[src/ctsc_pkg.sv]
// constants for the clock trim and sleep control block
// Contract
// - reset loads factory calibration byte into trim
// - software may rewrite trim at any time
// - trim top bit picks frequency range
// - low seven trim bits tune within range
// - unused clock and sleep bits read zero
// - select without crystal enable clears both
// - select bit routes slow RC or crystal
// - power-down and power-off stop async oscillators, others conditional
// - active: crystal follows enable, slow RC on
// - sleep needs arm bit plus SLEEP instruction
// - wake stalls four cycles beyond start-up
// - state kept across wake except power-off
// - reset during sleep restarts at reset vector
// - leaving power-off always goes through reset
// - mode field bits 3:1 encodes five modes
// - armed power-off code auto-clears after four cycles
// - idle halts only CPU and flash clocks
// - noise reduction halts I/O, CPU, flash clocks
// - power-save stops fast RC oscillator; slow RC runs only with select set and a peripheral enabled
// - power-down stops fast, crystal, slow oscillators
package ctsc_pkg;

  // register port
  localparam int ADDR_W = 2;
  localparam int DATA_W = 8;
  localparam logic [1:0] TRIM_OFF = 2'h0;
  localparam logic [1:0] CLKCTRL_OFF = 2'h1;
  localparam logic [1:0] SLEEPCTRL_OFF = 2'h2;

  // field positions
  localparam int TRIM_RANGE_BIT = 7;
  localparam int TRIM_FINE_MSB = 6;
  localparam int CC_ACS_BIT = 0;
  localparam int CC_XOE_BIT = 1;
  localparam int SC_ARM_BIT = 0;
  localparam int SC_MODE_LSB = 1;
  localparam int SC_MODE_MSB = 3;

  // reset values
  localparam logic RST_XOE = 1'h0;
  localparam logic RST_ACS = 1'h0;
  localparam logic RST_ARM = 1'h0;
  localparam logic [2:0] RST_MODE = 3'h0;

  // sleep mode codes
  localparam logic [2:0] MODE_IDLE = 3'h0;
  localparam logic [2:0] MODE_ADCNR = 3'h1;
  localparam logic [2:0] MODE_DOWN = 3'h2;
  localparam logic [2:0] MODE_SAVE = 3'h3;
  localparam logic [2:0] MODE_OFF = 3'h4;

  // timing in cycles of the CPU clock
  localparam int CLK_HZ = 25_000_000;
  localparam int STALL_CYCLES = 4;
  localparam int STARTUP_CK = 6;
  localparam int PO_WINDOW_CYCLES = 4;
  localparam int WAKE_CNT_W = 4;

endpackage

[src/ctsc_wake_timer.sv]
// down counter that times start-up and stall after a wake-up
`timescale 1ns/100ps
module ctsc_wake_timer import ctsc_pkg::*; (
  // clock and reset
  input logic clock_in,
  input logic rst_in,
  // control
  input logic load_in,
  input logic [WAKE_CNT_W-1:0] count_in,
  // status
  output logic done_out
);

  logic [WAKE_CNT_W-1:0] count;

  always_ff @(posedge clock_in) begin
    if (rst_in) begin
      count <= '0;
    end else if (load_in) begin
      count <= count_in;
    end else if (count != '0) begin
      count <= count - 1'b1;
    end
  end

  // high in the last counted cycle
  assign done_out = (count == WAKE_CNT_W'(1)) && !load_in;

endmodule

[src/ctsc_top.sv]
// clock trim, async clock select and sleep mode control
`timescale 1ns/100ps
module ctsc_top import ctsc_pkg::*; (
  // clock and reset
  input logic clock_in,
  input logic rst_in,
  // register port
  input logic [ADDR_W-1:0] addr_in,
  input logic [DATA_W-1:0] wr_data_in,
  input logic wr_en_in,
  input logic rd_en_in,
  output logic [DATA_W-1:0] rd_data_out,
  // factory trim and peripheral enables
  input logic [DATA_W-1:0] cal_byte_in,
  input logic cc_adc_enable_in,
  input logic wakeup_timer_enable_in,
  // cpu handshake
  input logic sleep_exec_in,
  input logic wake_irq_in,
  output logic irq_entry_out,
  output logic sleeping_out,
  // oscillator control
  output logic trim_range_select_out,
  output logic [TRIM_FINE_MSB:0] trim_fine_value_out,
  output logic fast_rc_osc_en_out,
  output logic crystal_osc_en_out,
  output logic slow_rc_osc_en_out,
  output logic async_clk_sel_out,
  // clock gates and power
  output logic cpu_clk_en_out,
  output logic flash_clk_en_out,
  output logic io_clk_en_out,
  output logic regulator_off_out,
  output logic ram_retain_out
);

  typedef enum logic [1:0] {
    ST_ACTIVE,
    ST_SLEEP,
    ST_WAKE,
    ST_OFF
  } ctsc_state_type;

  localparam logic [2:0] PO_LAST = 3'(PO_WINDOW_CYCLES - 1);
  localparam logic [WAKE_CNT_W-1:0] WAKE_SHORT = WAKE_CNT_W'(STALL_CYCLES);
  localparam logic [WAKE_CNT_W-1:0] WAKE_LONG =
    WAKE_CNT_W'(STARTUP_CK + STALL_CYCLES);

  ctsc_state_type state;
  ctsc_state_type next_state;
  logic [DATA_W-1:0] trim;
  logic crystal_enable;
  logic async_clock_select;
  logic arm;
  logic [2:0] mode;
  logic [2:0] held_mode;
  logic [2:0] po_cnt;
  logic po_armed;
  logic mode_legal;
  logic sleep_go;
  logic wr_trim;
  logic wr_clk;
  logic wr_sleep;
  logic timer_load;
  logic timer_done;
  logic [WAKE_CNT_W-1:0] timer_count;
  logic deep_mode;
  logic [DATA_W-1:0] next_rd_data;

  assign wr_trim = wr_en_in && (addr_in == TRIM_OFF);
  assign wr_clk = wr_en_in && (addr_in == CLKCTRL_OFF);
  assign wr_sleep = wr_en_in && (addr_in == SLEEPCTRL_OFF);

  // trim register
  always_ff @(posedge clock_in) begin
    if (rst_in) begin
      trim <= cal_byte_in;
    end else if (wr_trim) begin
      trim <= wr_data_in;
    end
  end

  // oscillator tuning fields go straight to the analog trim
  assign trim_range_select_out = trim[TRIM_RANGE_BIT];
  assign trim_fine_value_out = trim[TRIM_FINE_MSB:0];

  // clock control register
  always_ff @(posedge clock_in) begin
    if (rst_in) begin
      crystal_enable <= RST_XOE;
      async_clock_select <= RST_ACS;
    end else if (wr_clk) begin
      if (wr_data_in[CC_ACS_BIT] && !wr_data_in[CC_XOE_BIT]) begin
        crystal_enable <= 1'b0;
        async_clock_select <= 1'b0;
      end else begin
        crystal_enable <= wr_data_in[CC_XOE_BIT];
        async_clock_select <= wr_data_in[CC_ACS_BIT];
      end
    end
  end

  // async source routing for coulomb counter and wake-up timer
  assign async_clk_sel_out = async_clock_select;

  // sleep control register
  assign po_armed = arm && (mode == MODE_OFF);

  always_ff @(posedge clock_in) begin
    if (rst_in) begin
      arm <= RST_ARM;
      mode <= RST_MODE;
    end else if (wr_sleep) begin
      arm <= wr_data_in[SC_ARM_BIT];
      mode <= wr_data_in[SC_MODE_MSB:SC_MODE_LSB];
    end else if (po_armed && (po_cnt == PO_LAST)) begin
      arm <= RST_ARM;
      mode <= RST_MODE;
    end
  end

  // cycles the power-off request has stood armed
  always_ff @(posedge clock_in) begin
    if (rst_in || wr_sleep || !po_armed) begin
      po_cnt <= '0;
    end else begin
      po_cnt <= po_cnt + 3'h1;
    end
  end

  // register read port, data in the cycle after the strobe
  always_comb begin
    next_rd_data = '0;
    unique case (addr_in)
      TRIM_OFF: next_rd_data = trim;
      CLKCTRL_OFF: begin
        next_rd_data[CC_XOE_BIT] = crystal_enable;
        next_rd_data[CC_ACS_BIT] = async_clock_select;
      end
      SLEEPCTRL_OFF: begin
        next_rd_data[SC_MODE_MSB:SC_MODE_LSB] = mode;
        next_rd_data[SC_ARM_BIT] = arm;
      end
      default: next_rd_data = '0;
    endcase
  end

  always_ff @(posedge clock_in) begin
    if (rst_in) begin
      rd_data_out <= '0;
    end else if (rd_en_in) begin
      rd_data_out <= next_rd_data;
    end else begin
      rd_data_out <= '0;
    end
  end

  // sleep entry and wake sequencing
  assign mode_legal = (mode <= MODE_OFF);
  assign sleep_go = (state == ST_ACTIVE) && sleep_exec_in && arm && mode_legal;
  assign deep_mode = (held_mode == MODE_DOWN) || (held_mode == MODE_SAVE);
  assign timer_load = (state == ST_SLEEP) && wake_irq_in;
  assign timer_count = deep_mode ? WAKE_LONG : WAKE_SHORT;

  always_comb begin
    next_state = state;
    unique case (state)
      ST_ACTIVE: begin
        if (sleep_go) begin
          next_state = (mode == MODE_OFF) ? ST_OFF : ST_SLEEP;
        end
      end
      ST_SLEEP: begin
        if (wake_irq_in) begin
          next_state = ST_WAKE;
        end
      end
      ST_WAKE: begin
        if (timer_done) begin
          next_state = ST_ACTIVE;
        end
      end
      // only reset leaves power-off
      ST_OFF: next_state = ST_OFF;
    endcase
  end

  always_ff @(posedge clock_in) begin
    if (rst_in) begin
      state <= ST_ACTIVE;
    end else begin
      state <= next_state;
    end
  end

  always_ff @(posedge clock_in) begin
    if (rst_in) begin
      held_mode <= MODE_IDLE;
    end else if (sleep_go) begin
      held_mode <= mode;
    end
  end

  ctsc_wake_timer u_wake_timer (
    .clock_in(clock_in),
    .rst_in(rst_in),
    .load_in(timer_load),
    .count_in(timer_count),
    .done_out(timer_done)
  );

  // handler entry, then execution resumes after SLEEP
  always_ff @(posedge clock_in) begin
    if (rst_in) begin
      irq_entry_out <= 1'b0;
    end else begin
      irq_entry_out <= (state == ST_WAKE) && timer_done;
    end
  end

  // power and retention
  always_ff @(posedge clock_in) begin
    if (rst_in) begin
      sleeping_out <= 1'b0;
      regulator_off_out <= 1'b0;
      ram_retain_out <= 1'b1;
    end else begin
      sleeping_out <= (state != ST_ACTIVE);
      regulator_off_out <= (state == ST_OFF);
      ram_retain_out <= (state != ST_OFF);
    end
  end

  // clock gates and oscillator enables per state
  always_ff @(posedge clock_in) begin
    if (rst_in) begin
      cpu_clk_en_out <= 1'b1;
      flash_clk_en_out <= 1'b1;
      io_clk_en_out <= 1'b1;
      fast_rc_osc_en_out <= 1'b1;
      crystal_osc_en_out <= 1'b0;
      slow_rc_osc_en_out <= 1'b1;
    end else begin
      unique case (state)
        ST_ACTIVE: begin
          cpu_clk_en_out <= 1'b1;
          flash_clk_en_out <= 1'b1;
          io_clk_en_out <= 1'b1;
          fast_rc_osc_en_out <= 1'b1;
          crystal_osc_en_out <= crystal_enable;
          slow_rc_osc_en_out <= 1'b1;
        end
        ST_SLEEP: begin
          cpu_clk_en_out <= 1'b0;
          flash_clk_en_out <= 1'b0;
          io_clk_en_out <= (held_mode == MODE_IDLE);
          fast_rc_osc_en_out <= (held_mode == MODE_IDLE)
            || (held_mode == MODE_ADCNR);
          if (held_mode == MODE_DOWN) begin
            crystal_osc_en_out <= 1'b0;
            slow_rc_osc_en_out <= 1'b0;
          end else begin
            crystal_osc_en_out <= crystal_enable;
            slow_rc_osc_en_out <= async_clock_select
              && (cc_adc_enable_in || wakeup_timer_enable_in);
          end
        end
        ST_WAKE: begin
          cpu_clk_en_out <= 1'b0;
          flash_clk_en_out <= 1'b0;
          io_clk_en_out <= 1'b1;
          fast_rc_osc_en_out <= 1'b1;
          crystal_osc_en_out <= crystal_enable;
          slow_rc_osc_en_out <= 1'b1;
        end
        ST_OFF: begin
          cpu_clk_en_out <= 1'b0;
          flash_clk_en_out <= 1'b0;
          io_clk_en_out <= 1'b0;
          fast_rc_osc_en_out <= 1'b0;
          crystal_osc_en_out <= 1'b0;
          slow_rc_osc_en_out <= 1'b0;
        end
      endcase
    end
  end
endmodule

[config.mk]
export PLATFORM = sky130hd
export DESIGN_NAME = ctsc_top
export DESIGN_NICKNAME = d
export VERILOG_FILES = /design/src/ctsc_pkg.sv /design/src/ctsc_wake_timer.sv /design/src/ctsc_top.sv
export SDC_FILE = /design/constraint.sdc
export NUM_CORES = 1
export LEC_CHECK = 0
export BUFFER_PORTS_ARGS = -buffer_cell sky130_fd_sc_hd__clkbuf_2
export CORE_MARGIN = 3
export CORE_UTILIZATION = 45
export DETAILED_ROUTE_END_ITERATION = 8
export PLACE_DENSITY = 0.71
export SYNTH_ARGS = -nofsm -noshare
export SYNTH_HDL_FRONTEND = slang
export SYNTH_SLANG_ARGS = --single-unit
[constraint.sdc]
create_clock -name clock_in -period 5 [get_ports clock_in]
set_clock_uncertainty 0.2 [all_clocks]
set_input_delay 1 -clock clock_in [delete_from_list [all_inputs] [get_ports clock_in]]
set_output_delay 1 -clock clock_in [all_outputs]
set_load 0.05 [all_outputs]
Yosys cells after proc, flatten, opt, wreduce, memory -nomap -nowiden:

Index checks and enable logic that the tools add are counted.

* RAM bits: 0
* word-level logic and storage cells: 99
* memories: 0
* flip-flop bits (word level): 43
* bits in read-only memories: 0
* latch bits: 0

* equal/unequal tests: 15
* bitwise operators: 2
* divide/modulo/power cells: 0
* multiplexer cells: 25
* shifts and indexed selects: 0
* add/sub/neg operators: 2
* reductions and logical operators: 34
* $mul: 0
* order comparisons: 1

Operator list (count)
* 8-bit 2-to-1 mux: 2
* 1-bit logical AND: 13
* 4-bit 2-to-1 mux: 3
* 1-bit one-hot mux with 3 select lines: 4
* 3-bit by 2-bit == test with 1-bit output, second input constant: 3
* 2-bit 2-to-1 mux: 4
* 2-bit inequality test, second input constant: 4
* 2-bit one-hot mux with 4 select lines: 1
* 2-bit nonzero test: 4
* 2-bit == test, second input constant: 3
* 1-bit 2-to-1 mux: 6
* 3-bit 2-to-1 mux: 2
* 2-bit one-hot mux with 3 select lines: 1
* 3-bit OR reduction: 2
* 1-bit logical OR: 5
* 2-bit by 1-bit == test with 1-bit output, second input constant: 2
* 4-bit by 1-bit == test with 1-bit output, second input constant: 1
* 2-bit logical NOT: 2
* 2-bit one-hot mux with 2 select lines: 1
* 4-bit nonzero test: 1
* 2-bit OR reduction: 2
* 4-bit by 1-bit subtractor with 4-bit output, second input constant: 1
* 3-bit by 1-bit adder with 3-bit output, second input constant: 1
* 3-bit by 1-bit == test with 1-bit output, second input constant: 1
* other kinds (7): 10

Depth between registers and ports, before layout:

Gate-level depths: netlist (run 1).

* word-level depth: 6
* depth in mapped cells: 7
* mapped depth without buffers: 6

By module:

Synthesis (run 1) repeated with hierarchy kept, for this count alone.

* cell total of the unflattened synthesis: 182
* area, all modules: 1898.1 um^2

By module, submodules not included
* ctsc_top: sequential area each 860.8 um^2, times used 1, area an instance 1649.1 um^2, cells an instance 156
* ctsc_wake_timer: sequential area each 80.1 um^2, times used 1, area an instance 249.0 um^2, cells an instance 26

Least setup slack after synthesis (run 1):

No wires, ideal clock.

* path type: in2reg
* start: in rst_in
* end: reg trim[0] (data pin)
* path slack: 2819 ps
* data required time: 4540 ps
* arrival time: 1721 ps
* library setup time: 260 ps
* cell stages on the path: 3
* path buffers: 2
* cell sequence: clkbuf_1 buf_2 mux2_2

* longest elaborated chain between the ends: 1

RTL lines
* start, declared: RTL line ctsc_top.sv:6 `input logic rst_in,`
* 8-bit 2-to-1 mux: RTL line ctsc_top.sv:76 `if (rst_in) begin`
* end signal, assigned: RTL line ctsc_top.sv:77 `trim <= cal_byte_in;`
* end signal, assigned: RTL line ctsc_top.sv:79 `trim <= wr_data_in;`
* end, declared: RTL line ctsc_top.sv:51 `logic [DATA_W-1:0] trim;`

Every way passes these cells.
A chain may end at the register's enable or synchronous reset.

Worst setup path in the final report (run 1):

* start: in rst_in
* end: reg rd_data_out[5]

* longest elaborated chain between the ends: 1

RTL lines
* 3-bit OR reduction (no line)
* end signal, assigned: RTL line ctsc_top.sv:152 `rd_data_out <= next_rd_data;`
* end, declared: RTL line ctsc_top.sv:12 `output logic [DATA_W-1:0] rd_data_out,`

Every way passes these cells.

==> results by stage, run 1 <==
Yosys:
- After synthesis the netlist holds a flip-flop and latch count of 43.
- The unique cell type count in the Yosys netlist is 38.
- In this run, synthesis inferred 8 flip-flops with an integrated enable.
- Ranked by total cell area, the synthesized netlist is headed by dfxtp_1 38%, edfxtp_1 13%, ha_1 6.8%.
- The largest total area in the synthesized netlist belongs to dfxtp_1.
- Yosys printed 0 warnings.
- Synthesis handed over a netlist of around 180 instances.
- For this run, the leading register cell type out of synthesis is dfxtp_1.
- The sequential share of the synthesized area is 0.5151.
- The area fraction of the dominant cell type after synthesis is 0.3836.
- The proportion of register bits with asynchronous set or reset after synthesis is 0.
- The cell area that synthesis handed to floorplanning was roughly 1800 sq um.
- The average size of a mapped cell is 10.09 sq um.
- The net count after synthesis is 217.

Setup path:
- The endpoint of the worst register-to-register path is state[1].
- The worst setup path is captured at a flip-flop.
- At the worst endpoint, the arrival time is 2.25 ns.
- The total buffers and inverters traversed by the critical path is 1.
- The highest cell delay on the worst timing path is between 0.3 and 0.4 ns.
- The endpoint required time on the critical path is 5.03 ns.
- Measured in cells, the most critical reg-to-reg path has a length of 6.
- The peak fanout along the critical path is 33.
- The signal on the critical path passes through clkbuf_2 > nand2b_1 > nor3_1 > and2_1.
- The kind of cell with the highest combined delay along the critical path is simple AND/OR/NAND/NOR gates.
- STA classifies the critical path startpoint as an input pin.
- The launching point of the worst reg2reg path is state[0].
- The register-to-register setup slack is around 2.9 ns.
- The most critical setup path has its startpoint at rst_in.
- The cell type of the slowest stage on the worst timing path is clkbuf_2.
- The kind of critical path is input pin to flip-flop.

Route:
- The met3 routed wirelength is between 200 and 250 um.
- In the routed design, unresolved DRC markers number 0.
- Dividing the detail-routed via count by the number of cells gives 4.922.
- The routed length on met2 is approximately 1600 um.
- The detailed-route wire length on metal 1 is around 1700 um.
- In this run the remaining antenna-violating nets after routing total 0.
- The first TritonRoute pass finished after 4 iterations.
- The wire length after detailed routing is between 3000 and 4000 um.
- The detailed-route via count is 1383.
- After detailed routing, the average wire length per cell comes to around 13 um.
- The number of design-rule violations left by the first detailed-router iteration is 68.
- The uppermost layer routed is met4.

STA:
- The number of max-slew violations in the final report is 0.
- The clock period minus final worst setup slack is 2.217 ns.
- At the pin with the least slew margin, the transition time is roughly 0.67 ns.
- Setup repair after global routing left no endpoint under its margin.
- After routing, the total negative slack on setup checks comes to 0 ns.
- For this run, the top clock speed supported by timing is 0.4510 GHz.
- The portion of the clock cycle consumed by the worst path in the final layout is 0.4434.
- Measured against its own limit, the worst slew margin works out to 0.5535.
- The number of hold violations in the final report is 0.
- The final setup violation count is 0.

Cells and area:
- The number of nets in the layout is around 270.
- The number of diodes is 0.
- The post-synthesis to final-layout area growth is 19.93%.
- In the final layout, the share of cells above drive strength 1 is 0.3090.

CTS:
- The number of buffers inserted by hold repair at cts is 0.
- The level count of the clock H-tree is 2.
- The clock insertion delay at the later pin of the skew report is between 0.2 and 0.3 ns.
- In this run, CTS created clock tree buffers numbering 5.
- TritonCTS built the clock tree.
- The longest clock path from root to sink contains 2 buffers.
- The number of buffers inserted to repair setup after CTS is 0.
- The cell at the root of the clock tree is clkbuf_8.
- In this run, post-CTS repair resized a total of 0 instances.
- The TritonCTS sink count is 43.
- After clock tree synthesis, the clock-pin slew on the worst setup and hold paths is 0.08 ns.

Floorplanning:
- Measured along the x axis, the die boundary spans around 70 um.
- The area of the die is slightly below 5000 sq um.
- The placement row count is 22.
- The number of placed I/O pins is 53.
- The initial utilization of the core area, before any placement, comes to 0.4809.
- The floorplan die height is approximately 70 um.
- The core box area is 3799 sq um.

Placed design:
- The half-perimeter wire length after detailed placement is ~2700 um.
- The congestion estimate from routability-driven global placement came to between 0.7 and 0.8.
- The count of buffers added on input and output ports is 52.

GRT:
- In the global route stage, overall resource usage came out at 0.1556.
- The pin count of the biggest net entering global routing is 34.
- The first global-routing pass estimated 6085 um of wire.
- The number of antenna violations at the first check in global routing is 0.
- The total overflow left after global routing is 0.
- The number of global-route vias before repair was roughly 1400.

Job:
- Across the run, the number of max-cap violations was 0.

Pwr:
- For this design the ratio of total power to cell area is 432.0 nW/um^2.
- The overall power after layout is approximately 0.95 mW.
- Across the VDD grid, the largest voltage drop is 0.1932 mV.
- The reported leakage power is a little under 1 nW.

Min path:
- The path category of the worst min-delay check is flip-flop to flip-flop.
- Counting instances, the worst hold path has a depth of 1.
- The start point of the worst hold path is po_cnt[0].
- The worst hold path terminates at po_cnt[0].

Status:
- The run finished with clean final reports.
==> sequential cells by signal (all words and copies together) (netlist names) <==
name	count
slow_rc_osc_en_out	1
mode	3
async_clk_sel_out	1
fast_rc_osc_en_out	1
sleeping_out	1
u_wake_timer.count	4
crystal_osc_en_out	1
state	2
irq_entry_out	1
trim	8
ram_retain_out	1
crystal_enable	1
flash_clk_en_out	1
regulator_off_out	1
held_mode	3
arm	1
po_cnt	3
io_clk_en_out	1
rd_data_out	8
==> cell usage in the layout, fill, tap and decap left out <==
master	instances
xnor2_1	1
a221o_1	1
inv_1	9
or3b_1	1
a21oi_2	1
nand2_1	15
and3b_1	1
xor2_1	2
a21oi_1	9
dfxtp_1	35
clkbuf_1	2
clkbuf_8	5
nor2b_1	1
clkbuf_2	52
and2_1	5
ha_1	10
nand3_1	4
a31oi_1	1
mux2i_1	7
clkinv_2	1
a211oi_1	2
nor3_1	5
o211ai_1	1
and4bb_2	1
nand4b_1	1
mux2_2	10
edfxtp_1	8
nand3b_1	2
a32oi_1	1
o21ai_0	5
or2_2	2
o21a_1	1
nor2_1	24
and4b_1	1
a21o_1	1
nor3b_1	1
nand2b_1	3
a21boi_0	1
==> per-stage QoR <==
stage | cell area (sq um) | util | std cells | setup slack [ns] | hold WS [ns]
3_5_place_dp | 2110 | 0.5553 | 273 | 2.479 | 0.2155
2_1_floorplan | 1827 | - | 181 | 2.819 | 0.1992
6_report | 2191 | 0.5767 | 281 | 2.783 | 0.2228
4_1_cts | 2191 | 0.5767 | 281 | 2.774 | 0.2283
5_1_grt | 2191 | 0.5767 | 281 | 2.632 | 0.2423
3_3_place_gp | 2110 | 0.5553 | 273 | 2.546 | 0.2143
==> layout make-up <==
| cell class | instances | area [sq um] |
|---|---|---|
| Fill cell | 338 | 1608 |
| Clock buffer | 7 | 76.32 |
| Inverter | 9 | 33.78 |
| Sequential cell | 43 | 940.9 |
| Timing Repair Buffer | 52 | 260.3 |
| Tap cell | 48 | 60.06 |
| Multi-Input combinational cell | 121 | 814.5 |
| Clock inverter | 1 | 5.005 |
==> report_power, final <==
group | internal, mW | switching (mW) | total, mW
Combinational | 0.111 | 0.201 | 0.313
Clock | 0.0980 | 0.109 | 0.207
Sequential | 0.397 | 0.0291 | 0.426
Total | 0.607 | 0.340 | 0.946
==> routing by layer <==
metal	GRT usage	vias up
met2	0.2542	39
met1	0.1928	627
li1	-	711
met5	0	-
met3	0.05217	6
met4	0.05106	0
==> how the worst max path moves through the flow <==
stage,end,cells past startpoint
floorplan,trim[0],3
global placement,rd_data_out[6],4
detailed placement,rd_data_out[5],4
CTS,rd_data_out[5],4
global route,rd_data_out[5],4
finish,rd_data_out[5],4
==> cell families after synthesis <==
family | count (synthesis) | share of synthesized area
and+or+nand+nor | 67 | 0.1815
muxes | 17 | 0.1000
DFF | 43 | 0.5151
buffers and inverters | 17 | 0.03904
AOI/OAI and AO/OA | 24 | 0.08151
adders and majority gates | 10 | 0.06849
xor gates and xnor gates | 3 | 0.01439
==> Yosys cell counts, types with 2 or more instances <==
library cell	count
a211oi_1	2
a21oi_1	9
and2_1	5
buf_2	3
clkbuf_1	3
dfxtp_1	35
edfxtp_1	8
ha_1	10
inv_1	9
mux2_2	10
mux2i_1	7
nand2_1	15
nand2b_1	3
nand3_1	4
nand3b_1	2
nor2_1	24
nor3_1	5
o21ai_0	5
or2_2	2
xor2_1	2
Note: power is estimated with default switching activity, not from simulation.
==> inputs of run 2 (changes only) <==
--- a/config.mk
+++ b/config.mk
@@ -5,6 +5,7 @@
 export SDC_FILE = /design/constraint.sdc
 export NUM_CORES = 1
 export LEC_CHECK = 0
+export ABC_AREA = 1
 export BUFFER_PORTS_ARGS = -buffer_cell sky130_fd_sc_hd__clkbuf_2
 export CORE_MARGIN = 3
 export CORE_UTILIZATION = 45
==> constraint.sdc (replaced) <==
create_clock -name clock_in -period 2.1 [get_ports clock_in]
set_clock_uncertainty 0.2 [all_clocks]
set_input_delay 0.42 -clock clock_in [delete_from_list [all_inputs] [get_ports clock_in]]
set_output_delay 0.42 -clock clock_in [all_outputs]
set_load 0.05 [all_outputs]
==> run 2 against run 1 <==
  * First-iteration DRC count shrank 21%
  * Setup slack lost 2.3 ns
  * Design area grew 0.46%
  * Sequential power grew 140%
==> results by stage, run 2 <==
Status:
- The run finished with clean final reports.

Route:
- The detailed router finished its first iteration with 54 violations.
- The residual antenna-violating net count after detailed routing is 0.
- The wire length after detailed routing is roughly 3600 um.
- After detailed routing, the number of vias per cell comes to roughly 4.7.
- For this run, design rule violations remaining after detail routing come to 0.
- The count of TritonRoute iterations in the first routing pass is 4.
- After detailed routing, the average wire length per cell comes to about 11 um.
- The detailed-route via count is approximately 1500.

Cells and area:
- The largest registers in the layout are rd_data_out (8), trim (8), u_wake_timer.count (4).
- In the final layout, the share of cells above drive strength 1 is 0.2509.
- Relative to the synthesized area, the layout overhead comes to 22.07%.
- Leaving out fill and tap cells, the most frequent cell in the layout is nand2_1.
- The library cells used most frequently in the layout, excluding fill and tap cells, are 64 x nand2_1, 52 x clkbuf_2, 35 x dfxtp_1, 25 x inv_1, 22 x nor2_1.
- The final instance area is between 2000 and 2500 sq um.
- For this run, the post-layout net count is around 310.
- The number of diodes is 0.

Placed design:
- The routability-driven placement congestion ratio is 0.7845.
- Input and output buffers added on the ports amount to between 50 and 60.
- The area of placed instances is between 2000 and 2500 sq um.
- The placement-stage worst setup slack is 0.4662 ns.
- The half-perimeter wire length after detailed placement is about 2800 um.

Yosys:
- dfxtp_1 takes more of the synthesized area than any other cell.
- Among all flip-flop cells after synthesis, the most frequent one is dfxtp_1.
- In this run, synthesis produced a sequential element count of 43.
- In this run, distinct cell masters in the synthesized netlist total 27.
- After synthesis, the most frequently instantiated cells are 64 x nand2_1, 35 x dfxtp_1, 25 x inv_1.
- The mapped netlist covers approximately 1800 sq um.
- Of the post-synthesis cell area, the dominant cell type holds 0.3886.
- The proportion of register bits with asynchronous set or reset after synthesis is 0.
- The number of flops mapped to enable cells by yosys is 8.
- For this run, the register share of the synthesized area comes to 0.5219.
- The net count after synthesis is ~260.
- The most numerous cell in the Yosys netlist is nand2_1.
- The count of mapped cells out of synthesis is between 200 and 250.
- The number of warnings reported in the yosys synthesis log is 0.
- By area the synthesized netlist is led by dfxtp_1 39%, edfxtp_1 13%, nand2_1 13%.
- The average size of a mapped cell is 8.195 sq um.

Setup path:
- The startpoint kind of the worst setup timing path is a flip-flop.
- STA classifies the critical path endpoint as a flip-flop.
- The register-to-register setup slack is around 0.44 ns.
- The launching point of the worst reg2reg path is state[1].
- The signal arrival time at the worst endpoint is about 1.7 ns.
- In this run the worst path has a maximum fanout of 6.
- The setup path with the least slack is of type flip-flop to flip-flop.
- The cell count of the worst reg-to-reg path is 9.
- The worst register-to-register path ends at state[0].
- The endpoint required time on the critical path is ~2.1 ns.

STA:
- The clock period minus final worst setup slack is about 1.7 ns.
- The setup TNS after final layout is 0 ns.
- The final setup violation count is 0.
- The headroom to the max-slew limit is 0.7769.
- Dividing the final minimum period by the clock period gives 0.7907.
- The achievable frequency is approximately 0.6 GHz.
- Setup repair after global routing left no endpoint under its margin.
- The transition time at the pin with the least slew margin is about 0.33 ns.
- The final worst slack is 0.4395 ns.
- The number of max-slew violations in the final report is 0.
- The number of hold violations in the final report is 0.

CTS:
- The H-tree was split into 2 levels.
- The number of buffers created by CTS is 5.
- The clock insertion delay at the later pin of the skew report is ~0.30 ns.
- After clock tree synthesis, the clock-pin slew on the worst setup and hold paths is 0.08 ns.
- TritonCTS built the clock tree.
- The number of buffers inserted to repair setup after CTS is 0.
- CTS saw 43 sinks.
- Counting along the longest clock path gives a buffer depth of 2.
- The tree is rooted in a clkbuf_8.
- The number of buffers inserted by hold repair at cts is 0.
- The count of instances resized after the clock tree is built is 0.

Min path:
- In this run the most critical hold path is launched from wr_data_in[0].
- The destination of the worst hold path is async_clk_sel_out.
- The path category of the worst min-delay check is input pin to flip-flop.
- The cell depth of the worst hold path is 3.

GRT:
- The number of antenna violations at the first check in global routing is 0.
- The total overflow left after global routing is 0.
- The number of global-route vias before repair is between 1000 and 1500.
- The first global-routing pass estimated about 6100 um of wire.
- The pin count of the biggest net entering global routing is 16.
- The combined global-route utilization of all metal layers is 0.1569.

Floorplanning:
- The number of placed I/O pins is 53.
- The core box area is roughly 3800 sq um.
- The floorplan die height is roughly 69 um.
- The starting density of the core is 0.4781.
- The horizontal die dimension is approximately 69 um.
- The floorplan step defined a die boundary enclosing between 4000 and 5000 sq um.
- After floorplanning, the core was divided into 22 placement rows.

Pwr:
- Summed over all cells, the static leakage comes to roughly 1.1 nW.
- Power spread over the standard cell area amounts to about 1000 nW/um^2.
- The highest ir drop seen on vdd is around 0.58 mV.

Job:
- The max-cap check violation count is 0.
-- run 2: cell types whose count changed after synthesis, sizes merged, moves of 4 or more --
cell	change
nand2	+50
inv	+18
nand3	+13
mux2	-10
mux2i	-7
and2	-5
o21ai	+4
-- run 2: worst max path at each step --
stage,start,endpoint,slack [ns],cells past startpoint
floorplan,flash_clk_en_out,flash_clk_en_out,0.59,1
global placement,state[0],state[1],0.54,9
detailed placement,state[1],state[0],0.47,9
CTS,state[1],state[0],0.44,9
global route,state[0],state[0],0.29,10
finish,state[1],state[0],0.44,9
-- run 2: per-stage QoR --
stage,cells,total power [mW],hold slack (ns),util
final,327,2.304,0.1624,0.5836
after global routing,327,2.454,0.1682,0.5836
after CTS,327,2.325,0.1567,0.5836
after detailed placement,319,1.814,0.2190,0.5610
after global placement,319,1.804,0.2135,0.5610
after floorplan,220,1.644,0.1992,-
-- run 2: final cells by class --
| type | instances | area (sq um) |
|---|---|---|
| inverters | 28 | 105.1 |
| well taps | 48 | 60.06 |
| flip-flops and latches | 43 | 940.9 |
| repair buffers | 55 | 282.8 |
| fillers | 377 | 1570 |
| multi-input cells | 145 | 726.9 |
| clock buffers | 6 | 72.57 |
| clock inverters | 2 | 12.51 |
-- run 2: power by group --
group	internal [mW]	leakage (nW)	switching, mW
sequential	0.951	0.364	0.0587
combinational	0.232	0.670	0.552
clock	0.232	0.0412	0.279
-- run 2: logic make-up (layout without fill, tap and decap cells) --
group	after synthesis	in the layout	synth area share
simple gates	109	109	0.2519
flops	43	43	0.5219
buf+inv	32	91	0.07494
compound gates	25	25	0.07703
fa+ha+maj	10	10	0.06940
xor+xnor	1	1	0.004859
-- run 2: routing by layer --
layer / share of wire / up-vias / track usage / wire length (um)
li1: - / 813 / - / -
met2: 0.46 / 32 / 0.2532 / 1627
met5: 0 / - / 0 / 0
met1: 0.46 / 670 / 0.1859 / 1634
met4: 0.023 / 0 / 0.06508 / 83
met3: 0.060 / 8 / 0.06087 / 212
-- run 2: worst max-delay path, cell delays in order, from the launching register on --
cell     delay [ns]
dfxtp_1        0.36
inv_1          0.09
ha_1           0.21
nand2_1        0.18
nand3_1        0.12
nand2_1        0.09
nand3_2        0.10
nand2_1        0.07
nand2_1        0.04
nor2_1         0.12
==> inputs of run 3 (changes only) <==
==> constraint.sdc (replaced) <==
create_clock -name clock_in -period 1.7 [get_ports clock_in]
set_clock_uncertainty 0.2 [all_clocks]
set_input_delay 0.34 -clock clock_in [delete_from_list [all_inputs] [get_ports clock_in]]
set_output_delay 0.34 -clock clock_in [all_outputs]
set_load 0.05 [all_outputs]
==> run 3 against run 2 <==
  * Setup slack lost 0.29 ns
  * First-iteration DRC count is 28% higher
  * Clock power is 22% higher
  * Wire length increased by 3.5%
  * Register-to-register slack got worse by 0.29 ns
  * Critical endpoint unchanged
  * Combinational power is 29% higher
  * Cell count grew 0.31%
  * Sequential share of layout area shrank 0.42 points
  * Die area is the same
  * Critical path depth decreased by 1
  * Total power grew 25%
==> results by stage, run 3 (synthesis gave the netlist of run 2 again) <==
Status:
- The flow ran to the end, and the final reports show no timing, DRC or antenna violations.

Route:
- The count of TritonRoute iterations in the first routing pass is 4.
- The residual antenna-violating net count after detailed routing is 0.
- Across all layers, the routed design uses about 1600 vias.
- The wire length after detailed routing is 3683 um.
- The routed via count divided by cell count is roughly 4.7.
- The wire length per cell after detailed routing is 11.23 um.
- The number of design-rule violations left by the first detailed-router iteration is 69.
- In the routed design, unresolved DRC markers number 0.

Pwr:
- In this run the static leakage power is ~1.1 nW.
- The highest ir drop seen on vdd is 0.7747 mV.
- In this run the power density over the cells is around 1300 nW/um^2.

Setup path:
- The register-to-register setup slack is 0.15 ns.
- The cell count of the worst reg-to-reg path is 8.
- The kind of critical path is flip-flop to flip-flop.
- The peak fanout along the critical path is 6.
- The endpoint of the worst register-to-register path is state[0].
- The startpoint kind of the worst setup timing path is a flip-flop.
- The endpoint kind of the worst setup timing path is a flip-flop.
- The startpoint identified for the worst register-to-register timing path is state[1].
- At the worst endpoint, the arrival time is 1.53 ns.
- The endpoint required time on the critical path is 1.68 ns.

GRT:
- The number of global-route vias before repair is 1442.
- The first global-routing pass estimated between 6000 and 7000 um of wire.
- Entering global routing, the biggest net connects 15 pins.
- The leftover overflow at the end of global routing is 0.
- In the global route stage, overall resource usage came out at 0.1632.
- The number of antenna violations at the first check in global routing is 0.

Cells and area:
- The number of nets in the layout is roughly 320.
- The end-of-flow core utilization is 0.5909.
- In the final layout, the registers with the most flip-flops are rd_data_out (8), trim (8), u_wake_timer.count (4).
- Of the cells placed in the final design, the portion with a size suffix greater than 1 is 0.2786.
- From synthesis to final layout, the design area changed by 23.59%.
- 0 antenna diodes ended up in the layout.
- The library cell used most frequently in the layout, excluding fill and tap cells, is nand2_1.
- The library cells used most frequently in the layout, excluding fill and tap cells, are 63 x nand2_1, 52 x clkbuf_2, 33 x dfxtp_1, 23 x inv_1, 21 x nor2_1.

CTS:
- The TritonCTS sink count is 43.
- The TritonCTS clock tree is done.
- At the later pin of the worst-skew pair, clock insertion delay measures around 0.29 ns.
- In this run, post-CTS hold repair placed 0 buffers.
- After clock tree synthesis, the clock-pin slew on the worst setup and hold paths is about 0.08 ns.
- The level count of the clock H-tree is 2.
- In this run the deepest clock path goes through 2 buffers.
- In this run, post-CTS repair resized a total of 0 instances.
- Post-CTS timing repair inserted 0 buffers for setup.
- The number of buffers created by CTS is 5.
- The tree is rooted in a clkbuf_8.

Floorplanning:
- The placement row count is 22.
- For this configuration, the core starts out at a cell density of 0.4781.
- The floorplan die height is just under 70 um.
- The floorplan step set the die width to 69.30 um.
- The floorplan step defined a die boundary enclosing 4802 sq um.
- The core box area is between 3000 and 4000 sq um.
- The number of placed I/O pins is 53.

Min path:
- For hold timing, the worst endpoint is async_clk_sel_out.
- The start point of the worst hold path is wr_data_in[0].
- The cell depth of the worst hold path is 3.
- In this run the worst hold path is classified as input pin to flip-flop.

Placed design:
- The number of I/O port buffers is 52.
- The half-perimeter wire length after detailed placement is 2901 um.
- Routability-driven placement finished with a final weighted congestion of 0.7953.

STA:
- Timing would allow up to between 0.6 and 0.7 GHz.
- The number of max-slew violations in the final report was 0.
- Setup repair after global routing left no endpoint under its margin.
- Headroom to the max-slew limit came out at 0.7828.
- In the finished design, the share of the clock period the worst path needs comes to 0.9143.
- The final setup violation count is 0.
- The setup TNS after final layout is 0 ns.
- The number of hold violations in the final report is 0.
- The routed design could run at a clock period as short as between 1.5 and 2 ns.
- At the pin with the least slew margin, the transition time is about 0.32 ns.

Job:
- Across the run, the number of max-cap violations was 0.
run 3: power breakdown:
part	internal (mW)	leakage, nW	switching, mW	total [mW]
clock network	0.287	0.0412	0.338	0.625
logic	0.307	0.677	0.705	1.01
registers	1.18	0.365	0.0748	1.25
total	1.77	1.08	1.12	2.89
run 3: layout make-up:
cell class / count / area [sq um]
clock buffer: 6 / 72.57
timing repair buffer: 56 / 290.3
multi-input combinational: 145 / 744.5
inverter: 28 / 105.1
clock inverter: 2 / 12.51
tap: 48 / 60.06
fill: 370 / 1543
sequential: 43 / 943.4
run 3: through the flow:
| step | total power [mW] | setup WS [ns] | instances | instance area (sq um) | hold WS (ns) |
|---|---|---|---|---|---|
| 3_3_place_gp | 2.229 | 0.1343 | 320 | 2123 | 0.2143 |
| 3_5_place_dp | 2.261 | 0.04552 | 320 | 2123 | 0.2249 |
| 5_1_grt | 3.089 | 0.0002739 | 328 | 2228 | 0.09124 |
| 4_1_cts | 2.876 | 0.02217 | 328 | 2208 | 0.08587 |
| 2_1_floorplan | 2.031 | 0.2283 | 220 | 1803 | 0.1992 |
| 6_report | 2.890 | 0.1457 | 328 | 2228 | 0.09130 |
run 3: worst max-delay path, stage by stage (launching register included):
cell and delay, ns:
dfxtp_2 0.36, inv_2 0.07, ha_1 0.21, nand2_2 0.13, nand3_1 0.10, nand2_1 0.09, nand3_2 0.11, nor2_1 0.12
nor2_2 0.06
run 3: worst max path at each step:
stage / start / to / slack, ns / cells past startpoint
after floorplan: state[1] / state[0] / 0.23 / 8
after global placement: state[0] / state[1] / 0.13 / 9
after detailed placement: state[1] / state[0] / 0.05 / 9
after CTS: state[1] / state[0] / 0.02 / 9
after global routing: state[1] / state[1] / 0.0003 / 9
final: state[1] / state[0] / 0.15 / 8
run 3: per-layer routing:
metal,part of all wire,global-route usage,up-vias
met1,0.47,0.2018,706
li1,-,-,814
met5,0,0,-
met3,0.048,0.04493,4
met2,0.47,0.2744,32
met4,0.014,0.05206,0
